## src/shared/prescaler_pkg.sv

```systemverilog
/*
 Constants for the two timer prescalers: counter widths, reset values,
 tap positions and the mode-register bits that clear the subclock prescaler.
 Assumes a single 200 MHz clock from which all slower rates are enable pulses.
*/
package prescaler_pkg;
	localparam int sys_width = 13;
	localparam int sub_width = 5;
	localparam logic [12:0] sys_reset_value = 13'h0000;
	localparam logic [4:0] sub_reset_value = 5'h00;
	localparam int tap_count = 8;
	// Counter bit index k-1 for each tap of ratio 2^k, tap 0 is divide by 8192.
	localparam int tap_bit [tap_count] = '{12, 11, 10, 8, 7, 6, 4, 2};
	localparam int sel_width = 3;
	localparam int tbs_bit = 3;
	localparam int cs2_bit = 2;
	localparam int mode_width = 4;
	localparam int period_count = 4;
	localparam int clk_mhz = 200;
endpackage

```

## src/rtl/tap_select.sv

```systemverilog
/*
 One consumer's tap selector: picks one carry-out pulse of the shared count.
 Assumes the tap pulses are one-cycle and on the same clock.
*/
`timescale 1ns/100ps
module tap_select
	import prescaler_pkg::*;
#(
	parameter int n_taps = tap_count,
	parameter int sel_bits = sel_width
)
(
	input wire logic clk,
	input wire logic reset,
	input wire logic [n_taps-1:0] taps,
	input wire logic [sel_bits-1:0] sel,
	output logic tick
);
	logic tick_d;
	logic tick_q;

	always_comb
	begin
		tick_d = taps[sel];
	end

	always_ff @(posedge clk or posedge reset)
	begin
		if (reset)
			tick_q <= 1'b0;
		else
			tick_q <= tick_d;
	end

	assign tick = tick_q;
endmodule // tap_select

```

## src/rtl/timer_prescalers.sv

```systemverilog
/*
 The system clock prescaler and subclock prescaler with their divided taps,
 and per-consumer tap selection for four timers and two serial interfaces.
 Timer A picks its tap from its mode register, or takes the time base instead.
 The block holds no register that software can reach.
 Assumes sys_enable and sub_enable are one-cycle pulses on clk from a divider,
 and the low-power mode flag comes from logic on the same clock.
 Assumes the mode register and every select also come from registers on clk,
 so none of these inputs needs a synchroniser here.
 Assumes each consumer acts on the one-cycle ticks alone.
*/
// Summary of operation
// - System prescaler is a 13-bit counter.
// - It advances by one per system tick.
// - Reset clears it; counts again when active.
// - Low-power modes halt and clear it.
// - Processor cannot read or write it.
// - Six consumers select ratios independently.
// - Taps span divide 8 to 8192.
// - Subclock prescaler is a 5-bit counter.
// - Reset clears it; starts when active.
// - It keeps counting in low-power modes.
// - Mode bits three and two clear it.
// - Subclock over 32 feeds first timer.
`timescale 1ns/100ps
module timer_prescalers
	import prescaler_pkg::*;
(
	input wire logic clk,
	input wire logic reset,
	input wire logic sys_enable,
	input wire logic sub_enable,
	input wire logic low_power,
	input wire logic [mode_width-1:0] first_timer_mode_register,
	input wire logic [sel_width-1:0] timer_b_sel,
	input wire logic [sel_width-1:0] timer_c_sel,
	input wire logic [sel_width-1:0] timer_e_sel,
	input wire logic [sel_width-1:0] serial1_sel,
	input wire logic [sel_width-1:0] serial2_sel,
	output logic timer_a_tick,
	output logic timer_b_tick,
	output logic timer_c_tick,
	output logic timer_e_tick,
	output logic serial1_tick,
	output logic serial2_tick,
	output logic time_base_tick
);
	logic [sys_width-1:0] sys_q;
	logic [sys_width-1:0] sys_d;
	logic [sub_width-1:0] sub_q;
	logic [sub_width-1:0] sub_d;

	logic sys_step;
	logic sub_step;
	logic sub_clear;
	logic time_base_mode;
	logic [sel_width-1:0] interval_sel;
	logic [tap_count-1:0] taps;
	logic tb_d;
	logic tb_q;
	logic ta_d;
	logic ta_q;

	// The count has no bus path at all, so software can never disturb it.
	// A tick only counts while the system clock runs, so low power gates it.
	assign sys_step = sys_enable & ~low_power;
	assign time_base_mode = first_timer_mode_register[tbs_bit];
	assign sub_clear = time_base_mode & first_timer_mode_register[cs2_bit];
	assign sub_step = sub_enable & ~sub_clear;
	assign interval_sel = first_timer_mode_register[sel_width-1:0];

	// Low power wins over a tick, so the count is zero on return to active mode.
	always_comb
	begin
		sys_d = sys_q;
		if (low_power)
		begin
			sys_d = sys_reset_value;
		end
		else if (sys_enable)
		begin
			sys_d = sys_q + 13'h0001;
		end
	end

	always_ff @(posedge clk or posedge reset)
	begin
		if (reset)
		begin
			sys_q <= sys_reset_value;
		end
		else
		begin
			sys_q <= sys_d;
		end
	end

	// Clearing wins over counting, so software always gets a clean restart.
	always_comb
	begin
		sub_d = sub_q;
		if (sub_clear)
		begin
			sub_d = sub_reset_value;
		end
		else if (sub_enable)
		begin
			sub_d = sub_q + 5'h01;
		end
	end

	always_ff @(posedge clk or posedge reset)
	begin
		if (reset)
		begin
			sub_q <= sub_reset_value;
		end
		else
		begin
			sub_q <= sub_d;
		end
	end

	// Each tap is the carry out of its counter bit, so every tap stays in phase.
	always_comb
	begin
		taps[0] = sys_step & (&sys_q[tap_bit[0]:0]);
		taps[1] = sys_step & (&sys_q[tap_bit[1]:0]);
		taps[2] = sys_step & (&sys_q[tap_bit[2]:0]);
		taps[3] = sys_step & (&sys_q[tap_bit[3]:0]);
		taps[4] = sys_step & (&sys_q[tap_bit[4]:0]);
		taps[5] = sys_step & (&sys_q[tap_bit[5]:0]);
		taps[6] = sys_step & (&sys_q[tap_bit[6]:0]);
		taps[7] = sys_step & (&sys_q[tap_bit[7]:0]);
	end

	// The time base is held off while software holds the subclock prescaler clear.
	always_comb
	begin
		tb_d = sub_step & (&sub_q);
	end

	always_ff @(posedge clk or posedge reset)
	begin
		if (reset)
		begin
			tb_q <= 1'b0;
		end
		else
		begin
			tb_q <= tb_d;
		end
	end

	// The overflow period choice is left to timer A; it only needs the base tick.
	always_comb
	begin
		if (time_base_mode)
		begin
			ta_d = tb_d;
		end
		else
		begin
			ta_d = taps[interval_sel];
		end
	end

	always_ff @(posedge clk or posedge reset)
	begin
		if (reset)
		begin
			ta_q <= 1'b0;
		end
		else
		begin
			ta_q <= ta_d;
		end
	end

	// Timers B and C simply never use the eighth code in their own logic.
	tap_select u_timer_b (
		.clk(clk),
		.reset(reset),
		.taps(taps),
		.sel(timer_b_sel),
		.tick(timer_b_tick)
	);

	tap_select u_timer_c (
		.clk(clk),
		.reset(reset),
		.taps(taps),
		.sel(timer_c_sel),
		.tick(timer_c_tick)
	);

	tap_select u_timer_e (
		.clk(clk),
		.reset(reset),
		.taps(taps),
		.sel(timer_e_sel),
		.tick(timer_e_tick)
	);

	tap_select u_serial1 (
		.clk(clk),
		.reset(reset),
		.taps(taps),
		.sel(serial1_sel),
		.tick(serial1_tick)
	);

	tap_select u_serial2 (
		.clk(clk),
		.reset(reset),
		.taps(taps),
		.sel(serial2_sel),
		.tick(serial2_tick)
	);

	// Both timer A outputs leave straight from their flip-flops.
	assign timer_a_tick = ta_q;
	assign time_base_tick = tb_q;
endmodule // timer_prescalers

```

## config.mk

```make
export PLATFORM = sky130hd
export DESIGN_NAME = timer_prescalers
export DESIGN_NICKNAME = d
export VERILOG_FILES = /design/src/shared/prescaler_pkg.sv /design/src/rtl/tap_select.sv /design/src/rtl/timer_prescalers.sv
export SDC_FILE = /design/constraint.sdc
export NUM_CORES = 1
export LEC_CHECK = 0
export ABC_AREA = 0
export ABC_CLOCK_PERIOD_IN_PS = 2270
export BUFFER_PORTS_ARGS = -buffer_cell sky130_fd_sc_hd__buf_2
export CAP_MARGIN = 5
export CORE_MARGIN = 1
export CORE_UTILIZATION = 40
export DETAILED_ROUTE_END_ITERATION = 16
export GPL_TIMING_DRIVEN = 0
export SLEW_MARGIN = 15
export SYNTH_ARGS = -nofsm -noshare
export SYNTH_HDL_FRONTEND = slang
export SYNTH_HIERARCHICAL = 1
export SYNTH_SLANG_ARGS = --single-unit
```

## constraint.sdc

```tcl
create_clock -name clk -period 2.27 [get_ports clk]
set_input_delay 0.227 -clock clk [delete_from_list [all_inputs] [get_ports clk]]
set_output_delay 0.227 -clock clk [all_outputs]
set_load 0.02 [all_outputs]
```

==> results.toml <==
[clock_network]
cts_tree = "done"
cts_buffers = 3
cts.sinks = 25
clkTransAtPathRegs_ns = 0.10
cts_root_buf = "clkbuf_8"
cts_max_level = 1
clock_latency_ns = 0.27
cts.path.max_buffers = 2

[die]
die_h_um = 64.83
ioPinCount = 31
dieArea_um2 = 4203
die_w_um = 64.83
rows = 22
core_area_um2 = 3716
start_util = 0.4249

[sta]
fin_crit_ns = 2.182
rsz0062_at_grt = "no"
hold_viol_final = 0
setup_tns_ns = 0
relSlewSlack = 0.4632
tightest_slew_ns = 0.8043
setup-violations-final = 0
clock_skew_ns = 0.01106
slew_violations = 0
hold_slack_ns = 0.1722
fmax_mhz = 458.2
finalCritPeriodShare = 0.9614

[yosys]
yosysSeqAreaShare = 0.3962
synth_compound_area_frac = 0.02298
ys.flop_type = "dfrtp_1"
muxShareOfSynthArea = 0.2528
synth_top_area_share = 0.3962
synth_top_family_by_area = "multiplexers"
synth_fp_nets = 167
synth_top_cell_by_area = "dfrtp_1"
synth_area_um2 = 1579
yosysUniqueCellTypes = 25
ys_ff_latch = 25
synth-edff-count = 0
synth_xor_area_frac = 0.06656
synth_commonest_cells = "dfrtp_1 (25), nor2_1 (21), mux4_1 (10), xor2_1 (9), mux2i_1 (8)"
synth_fa_ha_area_frac = 0.04754
syn_inst = 137
avgSynthCellArea_um2 = 11.53
synthSimpleGateAreaFrac = 0.1854
async_flop_share = 1.000
ys_top_cells_by_area = "dfrtp_1 (40%), mux4_1 (17%), mux2i_1 (5.1%)"
synth_warnings = 6
yosysMostFrequentCell = "dfrtp_1"

[setup_path]
crit_chain = "ha_2, and3_4, and2_1, ha_1, and2_4, mux4_1, mux2_2"
worstPathArrival_ns = 2.34
critPathMaxFanout = 6
crit_path_end_kind = "flop"
worst_r2r_path_depth = 7
path_class = "reg2reg"
crit_cells = 7
worstSetupStartpointType = "flop"
critical_path.top_delay_family = "multiplexers"
cp.required_ns = 2.43
slowest_delay_ns = 0.50
critPathBufInv = 0
slowest_stage = "mux4_1"

[route]
drc = 0
vias = 1176
first_pass_iters = 4
viasPerCell = 5.370
drt-total-wl_mm = 3.177
wl_per_cell_um = 14.51
drt_iter0_markers = 33
final_antenna_net_count = 0

[global_route]
grt_util_all_layers = 0.1626
grt_start_max_net_pins = 21
antenna_found_initial = 0
grt_pass1_vias = 1159
grt-ovfl-total = 0
grt_pass1_wl_mm = 5.216

[worst_hold_path]
min_path_type = "in2reg"
hold_depth = 2

[final_layout]
n_antenna_cell = 0
layout.nets = 202
drive_gt1_frac = 0.2632
syn_to_final_growth_pct = 17.51
fill_cells = 340
finish.utilization = 0.4993

[placement]
hpwlAfterDp_mm = 2.404
place_congestion = 0.7657
io_buffers = 28

[pwr]
power_mw = 0.8874
max-vdd-ir-drop_mv = 0.1795
leakage_nw = 0.9748
p_per_area_nw_per_um2 = 478.3

[flow_run]
max_cap_violations = 0

[run_status]
outcome = "finished, final reports clean"
## stage by stage
stage	std cells	cell area [um2]	worst slack, ns
after floorplan	137	1579	0.1341
after detailed placement	213	1779	-0.009681
final	219	1856	0.08771
after global placement	213	1779	0.01886
after CTS	219	1849	0.009238
after global routing	219	1856	0.02976
## final timing paths
check	start	endpoint	slack, ns
setup / recovery	sys_q[1]	u_serial2/tick	0.09
hold / removal	low_power	sys_q[6]	0.17
setup reg to reg	sys_q[1]	u_serial2/tick	0.09
hold reg to reg	sub_q[4]	sub_q[4]	0.55
max in group asynchronous	reset	sys_q[8]	1.07
min in group asynchronous	reset	u_timer_e/tick	0.38
## where the power goes
part	total [mW]	internal (mW)	switching (mW)
clock	0.270	0.123	0.147
combinational	0.123	0.0609	0.0626
sequential	0.494	0.472	0.0218
## cell usage in the layout (no fill, tap or decap)
master and count:
buf_2 28, dfrtp_1 25, nor2_1 21, mux4_1 10, xor2_1 9, mux2i_1 8, and2_1 6, inv_1 6
nand3_1 5, nand2_1 5, ha_1 5, mux2_2 5, clkbuf_1 4, nand4_1 4, and3_1 4, and4_1 3
xnor2_1 3, o21ai_0 3, clkbuf_8 3, buf_4 2, and3_4 2, or4b_1 1, nor2b_2 1, and4_2 1
and2_4 1, nor4_1 1, a311o_1 1, o221a_1 1, ha_2 1, clkinv_2 1, dlygate4sd3_1 1
## kinds of logic (layout without fill, tap and decap cells)
| logic type | count (synthesis) | in the layout |
|---|---|---|
| flip-flops | 25 | 25 |
| XOR/XNOR | 12 | 12 |
| buffers and inverters | 11 | 45 |
| AND/OR/NAND/NOR | 55 | 55 |
| AO/OA/AOI/OAI | 5 | 5 |
| multiplexers | 23 | 23 |
| adder cells (fa/ha/maj) | 6 | 6 |
## registers in the layout (all words and copies together) (netlist names)
register,flops
u_serial1/tick,1
timer_a_tick,1
sys_q,13
u_timer_b/tick,1
time_base_tick,1
u_timer_e/tick,1
sub_q,5
u_timer_c/tick,1
u_serial2/tick,1
## layout make-up
cell class | instances | area (um2) | share of cell area
buffer | 5 | 22.52 | 0.01214
clock buffer | 3 | 41.29 | 0.02225
clock inverter | 1 | 5.005 | 0.002697
inverter | 6 | 22.52 | 0.01214
multi-input combinational | 101 | 920.9 | 0.4963
sequential | 25 | 625.6 | 0.3372
tap | 48 | 60.06 | 0.03237
timing repair buffer | 30 | 157.7 | 0.08496
## per-layer routing
| layer | global-route usage | part of all wire |
|---|---|---|
| met5 | 0 | 0 |
| met4 | 0.05000 | 0.0072 |
| met3 | 0.02289 | 0.032 |
| met2 | 0.2813 | 0.51 |
| met1 | 0.2084 | 0.45 |
## what timing repair did
action | CTS | global route
endpoints found under the hold margin | 5 | 0
pin swaps | 0 | 0
resized for setup | 2 | 2
buffers inserted | 1 | 0
setup endpoints to repair | 5 | 5
hold buffers | 1 | 0
No activity file was read; power rests on OpenSTA's default activity.
